<file path="src/inc/servo_cmd_pkg.sv">
package servo_cmd_pkg;
	// Command codes and data numbers as two-digit hex
	localparam logic [7:0]  CMD_IO_ENABLE  = 8'h90;
	localparam logic [7:0]  CMD_FORCE_IN   = 8'h92;
	localparam logic [7:0]  CMD_TEST_MODE  = 8'h8B;
	localparam logic [7:0]  CMD_TEST_DATA  = 8'hA0;
	localparam logic [7:0]  DNO_IN_OFF     = 8'h00;
	localparam logic [7:0]  DNO_IN_ON      = 8'h10;
	localparam logic [7:0]  DNO_OUT_OFF    = 8'h03;
	localparam logic [7:0]  DNO_OUT_ON     = 8'h13;
	localparam logic [7:0]  DNO_FORCE      = 8'h00;
	localparam logic [7:0]  DNO_MODE       = 8'h00;
	localparam logic [7:0]  DNO_SPEED      = 8'h10;
	localparam logic [7:0]  DNO_ACCEL      = 8'h11;
	localparam logic [7:0]  DNO_ACCEL_CLR  = 8'h12;
	localparam logic [7:0]  DNO_DISTANCE   = 8'h13;
	localparam logic [15:0] KEY_VALUE      = 16'h1EA5;
	// Test modes
	localparam logic [2:0]  MODE_NONE      = 3'h0;
	localparam logic [2:0]  MODE_JOG       = 3'h1;
	localparam logic [2:0]  MODE_POSITION  = 3'h2;
	localparam logic [2:0]  MODE_NOMOTOR   = 3'h3;
	localparam logic [2:0]  MODE_FORCE_OUT = 3'h4;
	// Forcing word bit positions
	localparam int BIT_SERVO_ON  = 0;
	localparam int BIT_FWD_LIMIT = 1;
	localparam int BIT_REV_LIMIT = 2;
	localparam int BIT_FWD_RUN   = 11;
	localparam int BIT_REV_RUN   = 12;
	localparam int BIT_STOP      = 16;
	// Mask of the three inputs that are never disabled
	localparam logic [31:0] KEEP_MASK   = 32'h00010006;
	// Bits with a device behind them
	localparam logic [31:0] USED_MASK   = 32'hEFFF1C7F;
	// Watchdog
	localparam int CLK_HZ       = 100000000;
	localparam int WDOG_MS      = 500;
	localparam int WDOG_CYCLES  = WDOG_MS * (CLK_HZ / 1000);
	// Register map (byte addresses)
	localparam logic [7:0]  ADDR_CMD     = 8'h00;
	localparam logic [7:0]  ADDR_DATA    = 8'h04;
	localparam logic [7:0]  ADDR_STATE   = 8'h08;
	localparam logic [7:0]  ADDR_FORCE   = 8'h0C;
	localparam logic [7:0]  ADDR_SPEED   = 8'h10;
	localparam logic [7:0]  ADDR_ACCEL   = 8'h14;
	localparam logic [7:0]  ADDR_DIST    = 8'h18;
	localparam logic [7:0]  ADDR_IRQ_ST  = 8'h1C;
	localparam logic [7:0]  ADDR_IRQ_MSK = 8'h20;
	// Status event bits
	localparam int EV_DONE  = 0;
	localparam int EV_KEYERR = 1;
	localparam int EV_WDOG  = 2;
	localparam int EV_W     = 3;
endpackage : servo_cmd_pkg

</file>
<file path="src/design/input_sync.sv">
`timescale 1ns/1ps
// Three-stage synchroniser; a change is accepted once stages two and three agree
module input_sync #(
	parameter int W = 32
) (
	input  wire logic         mclk,
	input  wire logic         reset,
	input  wire logic [W-1:0] din,
	output logic      [W-1:0] dout
);
	logic [W-1:0] s1_r;
	logic [W-1:0] s2_r;
	logic [W-1:0] s3_r;

	genvar i;
	generate
		for (i = 0; i < W; i++) begin : g_bit
			// Second stage is the first one anything may look at
			always_ff @(posedge mclk) begin
				if (reset) begin
					s1_r[i] <= 1'b0;
					s2_r[i] <= 1'b0;
					s3_r[i] <= 1'b0;
					dout[i] <= 1'b0;
				end else begin
					s1_r[i] <= din[i];
					s2_r[i] <= s1_r[i];
					s3_r[i] <= s2_r[i];
					if (s2_r[i] == s3_r[i]) dout[i] <= s3_r[i];
				end
			end
		end
	endgenerate
endmodule : input_sync

</file>
<file path="src/design/servo_test_cmd.sv">
// Local design decisions: register access over Wishbone and the register offsets.
`timescale 1ns/1ps
// Operation
// Disabled inputs read off, zero, absent
// Forced stop and limits never disabled
// Key disable command kills inputs
// Key enable command restores inputs
// Key commands gate output device group
// Forcing command loads 32-bit device word
// Low forcing bits map control inputs
// High forcing bits map program inputs
// Silent link over 0.5s stops motor
// Master keeps polling during test mode
// Master follows the entry sequence
// Mode command selects test mode
// Master follows the exit sequence
// Jog speed and time constant load
// Jog words start, reverse, stop
// Positioning distance loads on its number
// Master also switches external inputs off
// Devices hold last received forcing word
// Key commands ignored without key value
module servo_test_cmd #(
	parameter int WDOG_LIMIT = servo_cmd_pkg::WDOG_CYCLES
) (
	input  wire logic        mclk,
	input  wire logic        reset,
	input  wire logic        wb_cyc_i,
	input  wire logic        wb_stb_i,
	input  wire logic        wb_we_i,
	input  wire logic [7:0]  wb_adr_i,
	input  wire logic [3:0]  wb_sel_i,
	input  wire logic [31:0] wb_dat_i,
	output logic      [31:0] wb_dat_o,
	output logic             wb_ack_o,
	input  wire logic [31:0] extInputs,
	input  wire logic [15:0] analogIn,
	input  wire logic        pulseIn,
	input  wire logic [31:0] outDevices,
	output logic      [31:0] inputDevices,
	output logic      [15:0] analogOut,
	output logic             pulseOut,
	output logic      [31:0] outputPins,
	output logic             decelStop,
	output logic             irq
);
	typedef enum logic [2:0] {
		ST_IDLE = 3'b001,
		ST_EXEC = 3'b010,
		ST_ACK  = 3'b100
	} bus_state_t;

	// Event width shared by status and mask; must be known before they are declared
	localparam int EV_W_L = servo_cmd_pkg::EV_W;

	bus_state_t  state_r;
	bus_state_t  state_nxt;
	logic [31:0] cmdReg_r;
	logic [31:0] dataReg_r;
	logic [31:0] forceWord_r;
	logic [15:0] speed_r;
	logic [15:0] accel_r;
	logic [31:0] distance_r;
	logic [2:0]  mode_r;
	logic        inDisabled_r;
	logic        outDisabled_r;
	logic        wdogTrip_r;
	logic [31:0] wdogCnt_r;
	logic [EV_W_L-1:0] irqStat_r;
	logic [EV_W_L-1:0] irqMask_r;
	logic [31:0] extSync;
	logic [16:0] analogSync;

	// Pin inputs cross into mclk through the synchroniser; the extra
	// stage costs a cycle of latency but keeps a bouncing pin from glitching
	input_sync #(.W(32)) u_sync_dev (
		.mclk  (mclk),
		.reset (reset),
		.din   (extInputs),
		.dout  (extSync)
	);
	input_sync #(.W(17)) u_sync_ana (
		.mclk  (mclk),
		.reset (reset),
		.din   ({pulseIn, analogIn}),
		.dout  (analogSync)
	);

	// Bus decode
	wire busReq   = wb_cyc_i && wb_stb_i;
	wire wrStrobe = (state_r == ST_ACK) && wb_we_i;
	wire fullWord = (wb_sel_i == 4'hF);
	wire hitCmd   = wb_adr_i == servo_cmd_pkg::ADDR_CMD;
	wire hitData  = wb_adr_i == servo_cmd_pkg::ADDR_DATA;
	wire hitState = wb_adr_i == servo_cmd_pkg::ADDR_STATE;
	wire hitForce = wb_adr_i == servo_cmd_pkg::ADDR_FORCE;
	wire hitSpeed = wb_adr_i == servo_cmd_pkg::ADDR_SPEED;
	wire hitAccel = wb_adr_i == servo_cmd_pkg::ADDR_ACCEL;
	wire hitDist  = wb_adr_i == servo_cmd_pkg::ADDR_DIST;
	wire hitIrqSt = wb_adr_i == servo_cmd_pkg::ADDR_IRQ_ST;
	wire hitIrqMk = wb_adr_i == servo_cmd_pkg::ADDR_IRQ_MSK;

	// Writing the command register with all lanes issues one serial command
	wire        issue   = wrStrobe && hitCmd && fullWord;
	wire [7:0]  cmdCode = wb_dat_i[15:8];
	wire [7:0]  dataNo  = wb_dat_i[7:0];
	wire [31:0] arg     = dataReg_r;
	wire        keyOk   = arg[15:0] == servo_cmd_pkg::KEY_VALUE;

	wire isIo    = issue && cmdCode == servo_cmd_pkg::CMD_IO_ENABLE;
	wire isForce = issue && cmdCode == servo_cmd_pkg::CMD_FORCE_IN
		&& dataNo == servo_cmd_pkg::DNO_FORCE;
	wire isMode  = issue && cmdCode == servo_cmd_pkg::CMD_TEST_MODE
		&& dataNo == servo_cmd_pkg::DNO_MODE;
	wire isData  = issue && cmdCode == servo_cmd_pkg::CMD_TEST_DATA;
	wire inOff   = isIo && dataNo == servo_cmd_pkg::DNO_IN_OFF && keyOk;   // see R3
	wire inOn    = isIo && dataNo == servo_cmd_pkg::DNO_IN_ON && keyOk;    // see R4
	wire outOff  = isIo && dataNo == servo_cmd_pkg::DNO_OUT_OFF && keyOk;  // see R5
	wire outOn   = isIo && dataNo == servo_cmd_pkg::DNO_OUT_ON && keyOk;   // see R5
	wire accClr  = isData && dataNo == servo_cmd_pkg::DNO_ACCEL_CLR && keyOk;
	wire keyCmd  = (isIo && (dataNo == servo_cmd_pkg::DNO_IN_OFF
		|| dataNo == servo_cmd_pkg::DNO_IN_ON || dataNo == servo_cmd_pkg::DNO_OUT_OFF
		|| dataNo == servo_cmd_pkg::DNO_OUT_ON))
		|| (isData && dataNo == servo_cmd_pkg::DNO_ACCEL_CLR);
	wire keyErr  = keyCmd && !keyOk;
	wire modeOk  = arg[15:0] <= 16'h0004;
	wire testOn  = mode_r != servo_cmd_pkg::MODE_NONE;
	wire wdogHit = testOn && !wdogTrip_r && (wdogCnt_r >= WDOG_LIMIT - 1);

	// Bus state: two wait states, ack for exactly one cycle, then idle
	always_comb begin
		state_nxt = state_r;
		case (state_r)
			ST_IDLE: if (busReq) state_nxt = ST_EXEC;
			ST_EXEC: state_nxt = ST_ACK;
			ST_ACK:  state_nxt = ST_IDLE;
			default: state_nxt = ST_IDLE;
		endcase
	end

	always_ff @(posedge mclk) begin
		if (reset) state_r <= ST_IDLE;
		else state_r <= state_nxt;
	end

	// Read mux; unmapped addresses read zero
	wire [31:0] rdData =
		hitCmd   ? cmdReg_r :
		hitData  ? dataReg_r :
		hitState ? {24'h0, wdogTrip_r, outDisabled_r, inDisabled_r, 2'b00, mode_r} :
		hitForce ? forceWord_r :
		hitSpeed ? {16'h0, speed_r} :
		hitAccel ? {16'h0, accel_r} :
		hitDist  ? distance_r :
		hitIrqSt ? {29'h0, irqStat_r} :
		hitIrqMk ? {29'h0, irqMask_r} : 32'h0;

	always_ff @(posedge mclk) begin
		if (reset) begin
			wb_ack_o <= 1'b0;
			wb_dat_o <= 32'h0;
		end else begin
			wb_ack_o <= state_nxt == ST_ACK;
			wb_dat_o <= (state_nxt == ST_ACK && !wb_we_i) ? rdData : 32'h0;
		end
	end

	// Plain registers: command echo and argument
	always_ff @(posedge mclk) begin
		if (reset) begin
			cmdReg_r  <= 32'h0;
			dataReg_r <= 32'h0;
		end else begin
			if (wrStrobe && hitCmd && fullWord) cmdReg_r <= wb_dat_i;
			if (wrStrobe && hitData && fullWord) dataReg_r <= wb_dat_i;
		end
	end

	// Device group enables and test mode
	always_ff @(posedge mclk) begin
		if (reset) begin
			inDisabled_r  <= 1'b0;
			outDisabled_r <= 1'b0;
			mode_r        <= servo_cmd_pkg::MODE_NONE;
		end else begin
			if (inOff) inDisabled_r <= 1'b1;
			else if (inOn) inDisabled_r <= 1'b0;
			if (outOff) outDisabled_r <= 1'b1;
			else if (outOn) outDisabled_r <= 1'b0;
			// Out-of-range mode codes leave the mode alone
			if (isMode && modeOk) mode_r <= arg[2:0];
		end
	end

	// Test data; the forcing word is replaced whole, never merged
	always_ff @(posedge mclk) begin
		if (reset) begin
			forceWord_r <= 32'h0;
			speed_r     <= 16'h0;
			accel_r     <= 16'h0;
			distance_r  <= 32'h0;
		end else begin
			if (isForce) forceWord_r <= arg & servo_cmd_pkg::USED_MASK; // see R6
			if (isData && dataNo == servo_cmd_pkg::DNO_SPEED) speed_r <= arg[15:0];
			if (accClr) accel_r <= 16'h0;
			else if (isData && dataNo == servo_cmd_pkg::DNO_ACCEL) accel_r <= arg[15:0];
			if (isData && dataNo == servo_cmd_pkg::DNO_DISTANCE) distance_r <= arg;
		end
	end

	// Watchdog: any issued command restarts it; only counts in test mode
	// Bus reads do not count as traffic: a master must issue commands to keep it fed
	always_ff @(posedge mclk) begin
		if (reset) begin
			wdogCnt_r  <= 32'h0;
			wdogTrip_r <= 1'b0;
		end else begin
			if (issue || !testOn) wdogCnt_r <= 32'h0;
			else if (!wdogTrip_r) wdogCnt_r <= wdogCnt_r + 32'h1;
			// Trip holds until test mode is left; motor stays locked
			if (!testOn) wdogTrip_r <= 1'b0;
			else if (wdogHit) wdogTrip_r <= 1'b1;
		end
	end

	// Interrupt status: set beats a write-one clear
	wire [EV_W_L-1:0] events = {wdogHit, keyErr, issue};
	wire [EV_W_L-1:0] clrBits = (wrStrobe && hitIrqSt) ? wb_dat_i[EV_W_L-1:0] : '0;
	always_ff @(posedge mclk) begin
		if (reset) begin
			irqStat_r <= '0;
			irqMask_r <= '0;
			irq       <= 1'b0;
		end else begin
			irqStat_r <= (irqStat_r & ~clrBits) | events;
			if (wrStrobe && hitIrqMk) irqMask_r <= wb_dat_i[EV_W_L-1:0];
			irq <= |(((irqStat_r & ~clrBits) | events) & irqMask_r);
		end
	end

	// Effective devices: forced word or pin, with the three safety inputs always live
	wire [31:0] keepMask = servo_cmd_pkg::KEEP_MASK;
	wire [31:0] merged   = extSync | forceWord_r; // see R7 see R8
	wire [31:0] gated    = inDisabled_r ? ((extSync & keepMask) | (forceWord_r & ~keepMask))
		: merged; // see R1

	always_ff @(posedge mclk) begin
		if (reset) begin
			inputDevices <= 32'h0;
			analogOut    <= 16'h0;
			pulseOut     <= 1'b0;
			outputPins   <= 32'h0;
			decelStop    <= 1'b0;
		end else begin
			inputDevices <= gated & servo_cmd_pkg::USED_MASK;
			analogOut    <= inDisabled_r ? 16'h0 : analogSync[15:0];
			pulseOut     <= inDisabled_r ? 1'b0 : analogSync[16];
			outputPins   <= outDisabled_r ? 32'h0 : outDevices;
			decelStop    <= wdogTrip_r || wdogHit;
		end
	end

	// Disable command leaves inputs disabled on the next cycle
	in_disable_a: assert property (@(posedge mclk) disable iff (reset)
		inOff |=> inDisabled_r) else $error("disable not taken");
	in_enable_a: assert property (@(posedge mclk) disable iff (reset)
		inOn |=> !inDisabled_r) else $error("enable not taken");
	out_gate_a: assert property (@(posedge mclk) disable iff (reset)
		outDisabled_r |=> outputPins == 32'h0) else $error("outputs not gated");
	out_pass_a: assert property (@(posedge mclk) disable iff (reset)
		!outDisabled_r |=> outputPins == $past(outDevices))
		else $error("outputs not passed");
	key_guard_a: assert property (@(posedge mclk) disable iff (reset)
		(isIo && !keyOk) |=> $stable(inDisabled_r) && $stable(outDisabled_r))
		else $error("keyless command acted");
	accel_clear_a: assert property (@(posedge mclk) disable iff (reset)
		accClr |=> accel_r == 16'h0) else $error("time constant not cleared");
	// Safety inputs follow the pins while the rest is disabled
	safety_keep_a: assert property (@(posedge mclk) disable iff (reset)
		inDisabled_r |=> (inputDevices & servo_cmd_pkg::KEEP_MASK) ==
		($past(extSync) & servo_cmd_pkg::KEEP_MASK)) else $error("safety input lost");
	// Other pins must not leak through while disabled; only the forced word counts
	pins_ignored_a: assert property (@(posedge mclk) disable iff (reset)
		inDisabled_r |=> (inputDevices & ~servo_cmd_pkg::KEEP_MASK) ==
		($past(forceWord_r) & ~servo_cmd_pkg::KEEP_MASK))
		else $error("pin leaked while disabled");
	analog_zero_a: assert property (@(posedge mclk) disable iff (reset)
		inDisabled_r |=> analogOut == 16'h0 && !pulseOut) else $error("analog live");
	force_load_a: assert property (@(posedge mclk) disable iff (reset)
		isForce |=> forceWord_r == ($past(arg) & servo_cmd_pkg::USED_MASK))
		else $error("forcing word not loaded");
	mode_sel_a: assert property (@(posedge mclk) disable iff (reset)
		(isMode && arg[15:0] == 16'h0001) |=> mode_r == servo_cmd_pkg::MODE_JOG)
		else $error("jog mode not selected");
	mode_keep_a: assert property (@(posedge mclk) disable iff (reset)
		(isMode && !modeOk) |=> $stable(mode_r)) else $error("bad mode code taken");
	// Stop request follows the watchdog hit on the next cycle and holds while tripped
	wdog_stop_a: assert property (@(posedge mclk) disable iff (reset)
		wdogHit |=> decelStop) else $error("watchdog stop missing");
	decel_hold_a: assert property (@(posedge mclk) disable iff (reset)
		(wdogTrip_r && testOn) |=> decelStop) else $error("stop request dropped");
	jog_speed_a: assert property (@(posedge mclk) disable iff (reset)
		(isData && dataNo == servo_cmd_pkg::DNO_SPEED) |=> speed_r == $past(arg[15:0]))
		else $error("speed not loaded");
endmodule : servo_test_cmd

</file>
<file path="config.mk">
export PLATFORM = sky130hd
export DESIGN_NAME = servo_test_cmd
export DESIGN_NICKNAME = d
export VERILOG_FILES = /design/src/inc/servo_cmd_pkg.sv /design/src/design/input_sync.sv /design/src/design/servo_test_cmd.sv
export SDC_FILE = /design/constraint.sdc
export NUM_CORES = 1
export LEC_CHECK = 0
export ABC_AREA = 1
export BUFFER_PORTS_ARGS = -buffer_cell sky130_fd_sc_hd__buf_4
export CORE_UTILIZATION = 45
export CTS_BUF_LIST = sky130_fd_sc_hd__clkbuf_16
export CTS_CLUSTER_DIAMETER = 120
export CTS_CLUSTER_SIZE = 25
export DETAILED_ROUTE_END_ITERATION = 8
export PLACE_DENSITY = 0.78
export SLEW_MARGIN = 0
export SYNTH_ARGS = -nofsm -noshare
export SYNTH_HDL_FRONTEND = slang
export SYNTH_SLANG_ARGS = --single-unit
</file>
<file path="constraint.sdc">
create_clock -name mclk -period 1.56 [get_ports mclk]
set_input_delay 0.156 -clock mclk [delete_from_list [all_inputs] [get_ports mclk]]
set_output_delay 0.156 -clock mclk [all_outputs]
set_load 0.05 [all_outputs]
</file>
== After elaboration in Yosys (flattened, before gate mapping) ==
Cells that the tools add are included.
Operators by class
  multiplexer cells: 17
  divide/modulo/power cells: 0
  eq/ne operators: 72
  shift operators: 0
  add/sub/neg operators: 1
  bitwise gates (word level): 8
  $lt $le $gt $ge: 2
  reduce and logical (&&, ||, !) cells: 55
  $mul: 0
Operators with widths (count)
  two-way mux 32 bit: 8
  equality test 8 x 5 -> 1 bit (second input constant): 8
  equality test 1 bit: 49
  logical AND 1 bit: 33
  adder 32 x 1 -> 32 bit (second input constant): 1
  equality test 8 bit (second input constant): 4
  greater-or-equal comparator 32 x 26 -> 1 bit (second input constant): 1
  OR 17 x 32 -> 32 bit: 1
  OR 32 bit: 1
  equality test 16 x 13 -> 1 bit (second input constant): 1
  equality test 8 x 4 -> 1 bit (second input constant): 2
  <= comparator 16 x 3 -> 1 bit (second input constant): 1
  logical NOT 8 bit: 2
  two-way mux 3 bit: 4
  OR reduction 2 bit: 6
  equality test 8 x 2 -> 1 bit (second input constant): 1
  equality test 8 x 3 -> 1 bit (second input constant): 1
  equality test 8 x 6 -> 1 bit (second input constant): 1
  bitwise AND 3 bit: 2
  equality test 3 bit (second input constant): 2
  logical OR 1 bit: 6
  one-hot mux 3 bit (2 select lines): 1
  equality test 4 bit (second input constant): 1
  logical NOT 1 bit: 4
  other kinds (9): 14
Storage, ports and cells
  latch bits: 0
  ROM bits: 0
  register bits after elaboration: 512
  logic and storage cells: 374
  bits of input ports: 130
  memories kept: 0
  RAM bits: 0
  output and inout bits: 116

== Longest topological paths before layout ==
  depth after elaboration: 11
  gate-level depth with buffers: 13
  gate-level depth less buffers: 13

== Hierarchy ==
From an unflattened synthesis, not the netlist that was laid out.
Unflattened totals
  cells, all modules: 2299
  area, all modules: 18166.2 um^2
By module, submodules not included
  servo_test_cmd: cells each 1639, seq. area each 6185.9 um^2, times used 1, area an instance 12215.5 um^2
  input_sync (u_sync_dev): cells each 431, seq. area each 2562.5 um^2, times used 1, area an instance 3842.4 um^2
  input_sync (u_sync_ana): cells each 229, seq. area each 1361.3 um^2, times used 1, area an instance 2108.3 um^2

== Worst setup path before layout ==
OpenSTA, ideal clock, no wires.
  kind: reg-to-reg
  start point: reg wdogCnt_r[0]
  end point: reg wdogCnt_r[26]
  arrival time: 1.498 ns
  buffers on the path: 0
  clock period less this slack: 1.625 ns
  library setup time: 0.128 ns
  data required time: 1.432 ns
  setup slack: -0.065 ns
  stages on the path, launching flop included: 11
  cells stage by stage: dfxtp_1 -> ha_1 -> nand2_1 -> nor2_1 -> nand3_2 -> nor2_2 -> nand4_1 -> nor2_2 -> nand3_1 -> nand2_1 -> nor2_1
Between the ends
  longest elaborated chain between the ends: 1
RTL lines
  from (decl): line servo_test_cmd.sv:68  | logic [31:0] wdogCnt_r;
  from (signal assigned): line servo_test_cmd.sv:219  | else if (!wdogTrip_r) wdogCnt_r <= wdogCnt_r + 32'h1;
  adder 32 x 1 -> 32 bit: line servo_test_cmd.sv:219
Every way passes these cells.
A chain may end at the register's enable or synchronous reset.

== Worst setup path after layout ==
  start point: in wb_dat_i[15]
  end point: reg forceWord_r[6]
Between the ends
  longest elaborated chain between the ends: 3
RTL lines
  from (decl): line servo_test_cmd.sv:33  | input wire logic [31:0] wb_dat_i,
  equality test 8 bit: line servo_test_cmd.sv:111  | wire isForce = issue && cmdCode == servo_cmd_pkg::CMD_FORCE_IN
  logical AND 1 bit: line servo_test_cmd.sv:111
  logical AND 1 bit: line servo_test_cmd.sv:112  | && dataNo == servo_cmd_pkg::DNO_FORCE;
  to (signal assigned): line servo_test_cmd.sv:203  | if (isForce) forceWord_r <= arg & servo_cmd_pkg::USED_MASK;
  to (decl): line servo_test_cmd.sv:60  | logic [31:0] forceWord_r;
Every way passes these cells.

==> impl_metrics.json <==
{
  "fin_cells": 3153,
  "synth_cell_types": 38,
  "via_per_inst": 5.256,
  "die_height_um": 197.5,
  "clk_latency_ns": 0.59,
  "num_vias": 16573,
  "slew-limit-headroom_pct": 58.26,
  "cts_root_buf": "clkbuf_16",
  "n_antenna_cell": 0,
  "switchingPower_w": 0.004757,
  "cts_tree": "built",
  "synth_common_cells": "477 x dfxtp_1, 358 x nor2_1, 346 x inv_1, 220 x a21oi_1, 206 x nand2_1",
  "yosys.area.top_type_share_pct": 55.54,
  "layout_min_cycle_time_ns": 1.751,
  "intPower_w": 0.01573,
  "yosys_warnings": 0,
  "p_sw_share_pct": 23.22,
  "combPwrFrac_pct": 7.2,
  "h-tree-depth": 1,
  "cts_buffers": 23,
  "violations": "negative setup slack",
  "grt-ovfl-total": 0,
  "rsz0062_at_grt": "true",
  "path_clk_slew_ns": 0.10,
  "mappedNetlistArea_um2": 17190,
  "die_area_um2": 38990,
  "final_util_pct": 64.82,
  "ir_worst_vdd_mv": 0.8047,
  "finalWorstSetupSlack_ns": -0.1906,
  "p_leak_nw": 10.00,
  "place_area_um2": 20480,
  "synth_edf_count": 0,
  "gp_congestion": 0.9707,
  "drive_gt1_share_pct": 28.69,
  "antenna_found_initial": 0,
  "cts_sinks": 477,
  "cts_buffer_depth": 3,
  "power.share.clock_pct": 32.2,
  "placed_cells": 2961,
  "ys_seq_area_share_pct": 55.54,
  "synthCells": 2167,
  "wl_met2_mm": 24.85,
  "synth.most_common_cell": "dfxtp_1",
  "dp_hpwl_mm": 31.45,
  "hold_ws_ns": 0.02753,
  "synthArstFlopShare_pct": 0,
  "synth_area_per_cell_um2": 7.934,
  "grt_pass1_wl_mm": 77.35,
  "grt_max_degree": 137,
  "cp.required_ns": 2.02,
  "path_class": "input port to flop",
  "final_area_um2": 24410,
  "drtPass1Iterations": 6,
  "worstPathArrival_ns": 2.21,
  "start_util_pct": 45.65,
  "wl_met1_mm": 21.90,
  "synth_seq_cells": 477,
  "pin_count": 246,
  "core-area_um2": 37670,
  "end_kind": "flop",
  "setup_viol": 151,
  "drtAntennaViolNets": 0,
  "p_total_w": 0.02049,
  "die_w_um": 197.5,
  "nNetsFinal": 2773,
  "routed-wl-met3_mm": 5.094,
  "finalHoldViolCount": 0,
  "portBuffers": 231,
  "area_growth_pct": 42.00,
  "finalWirelength_mm": 54.44,
  "synth_top_cells_by_area": "dfxtp_1 56%, nor2_1 7.8%, inv_1 7.6%, a21oi_1 6.4%, o21ai_0 5.9%",
  "critPathLaunchType": "input port",
  "finClkSkew_ns": 0.02944,
  "drtIter0Drc": 1543,
  "tightestPinTransition_ns": 0.6261,
  "post-synth-top-area-cell": "dfxtp_1",
  "fillers": 2971,
  "cap_viol_max_count": 0,
  "drc": 0,
  "status": "finished, violations left",
  "grtUsageTotal_pct": 24.66,
  "powerDensity_nw_per_um2": 839.1,
  "max_clock_freq_mhz": 571.2,
  "final.period_utilization_pct": 112.2,
  "p_seq_share_pct": 60.6,
  "grt_pass1_vias": 15056,
  "critPathMaxFanout": 7,
  "wl_per_cell_um": 17.27,
  "hp-class": "input port to flop",
  "top_layer": "met4",
  "floorplan.rows": 71,
  "ys.flop_type": "dfxtp_1",
  "slew_viol_final": 0
}
==> through the flow <==
step                      setup slack, ns  TNS, ns
after detailed placement          -0.2246   -26.41
after floorplan                  -0.04906  -0.1208
after CTS                        -0.06503   -1.256
after global placement            -0.1561   -15.05
after global routing              -0.2202   -24.82
final                             -0.1906   -11.68
==> worst max-delay path: stages <==
cell and delay [ns]:
dlygate4sd3_1 0.56, buf_4 0.12, nand2_1 0.14, nor3_1 0.35
inv_1 0.14, nor2_4 0.20, nand2_8 0.12, clkbuf_16 0.23
o21ai_4 0.14, a21oi_2 0.04
==> cell usage in the layout, fill, tap and decap left out, drive strengths merged <==
cell type,netlist,layout
a21oi,220,220
nand2,209,209
dfxtp,477,477
ha,1,1
or2,2,2
a211oi,48,48
dlygate4sd3,0,104
and3,1,1
buf,35,434
o21ai,203,203
conb,1,7
o21bai,1,1
and2,1,1
o22ai,15,15
nor4,5,5
a31oi,17,17
nor3b,1,1
o211ai,12,12
nand4,15,15
a41oi,3,3
nor3,34,34
inv,349,347
xnor2,2,2
nor2,369,369
xor2,13,13
nand3,57,57
clkbuf,76,39
clkinv,0,5
==> repair_timing <==
action	CTS	global route
resized for setup	117	371
setup endpoints to repair	135	201
pin swaps	14	80
hold buffers	104	0
gates cloned	5	25
hold endpoints to repair	134	0
buffers inserted	20	19
==> flip-flops by register name, indices dropped and copies added, names as in the netlist, 16 cells and up <==
register / cells
arg: 32
u_sync_ana.s3_r: 17
outputPins: 32
wb_dat_o: 32
u_sync_dev.dout: 25
distance_r: 32
wdogCnt_r: 32
speed_r: 16
accel_r: 16
cmdReg_r: 32
forceWord_r: 25
u_sync_dev.s2_r: 25
u_sync_ana.s1_r: 17
u_sync_ana.s2_r: 17
u_sync_dev.s3_r: 25
u_sync_dev.s1_r: 25
inputDevices: 25
analogOut: 16
u_sync_ana.dout: 17
==> cell families (layout without fill, tap and decap cells) <==
family          after synthesis  count (layout)  synth area share (%)
simple gates                694             694                 16.74
buf+inv                     460             929                 10.50
fa+ha+maj                     1               1               0.07276
flops                       477             477                 55.54
compound gates              519             519                 16.36
xor+xnor                     15              15                0.7642
other cells                   1               7               0.02181
==> path summary, 6_finish.rpt <==
| path | from | to | slack (ns) | depth (start not counted) |
|---|---|---|---|---|
| setup / recovery | wb_dat_i[15] | forceWord_r[6]$_SDFFE_PP0P_ | -0.19 | 10 |
| hold / removal | wb_dat_i[1] | irqMask_r[1]$_SDFFE_PP0P_ | 0.03 | 4 |
| setup reg to reg | arg[9]$_SDFFE_PP0P_ | accel_r[6]$_SDFFE_PP0P_ | -0.18 | 7 |
| hold reg to reg | u_sync_ana.s1_r[15]$_SDFF_PP0_ | u_sync_ana.s2_r[15]$_SDFF_PP0_ | 0.38 | 2 |
==> power by group through the flow <==
stage / sequential (W) / clock [W] / combinational, W
finish: 0.0124 / 0.00660 / 0.00148
global route: 0.0124 / 0.00718 / 0.00159
CTS: 0.0124 / 0.00671 / 0.00138
detailed placement: 0.0127 / 0 / 0.00114
global placement: 0.0127 / 0 / 0.00112
floorplan: 0.0128 / 0 / 0.000454
==> area by class of cell <==
class                   instances  area, µm²  area share (%)
well taps                     511      639.4           2.619
clock buffers                  23      575.6           2.358
multi-input cells            1236       7010           28.72
clock inverters                 2      50.05          0.2050
flip-flops and latches        477       9567           39.19
repair buffers                554       5214           21.36
inverters                     349       1341           5.494
repair inverters                1      16.27         0.06663
==> layer usage <==
layer,vias up,global-route usage (%)
met5,-,0
met4,0,8.470
met3,205,4.422
met2,848,40.64
met1,7708,32.41
li1,7812,-
Power figures use the tool's default switching activity.
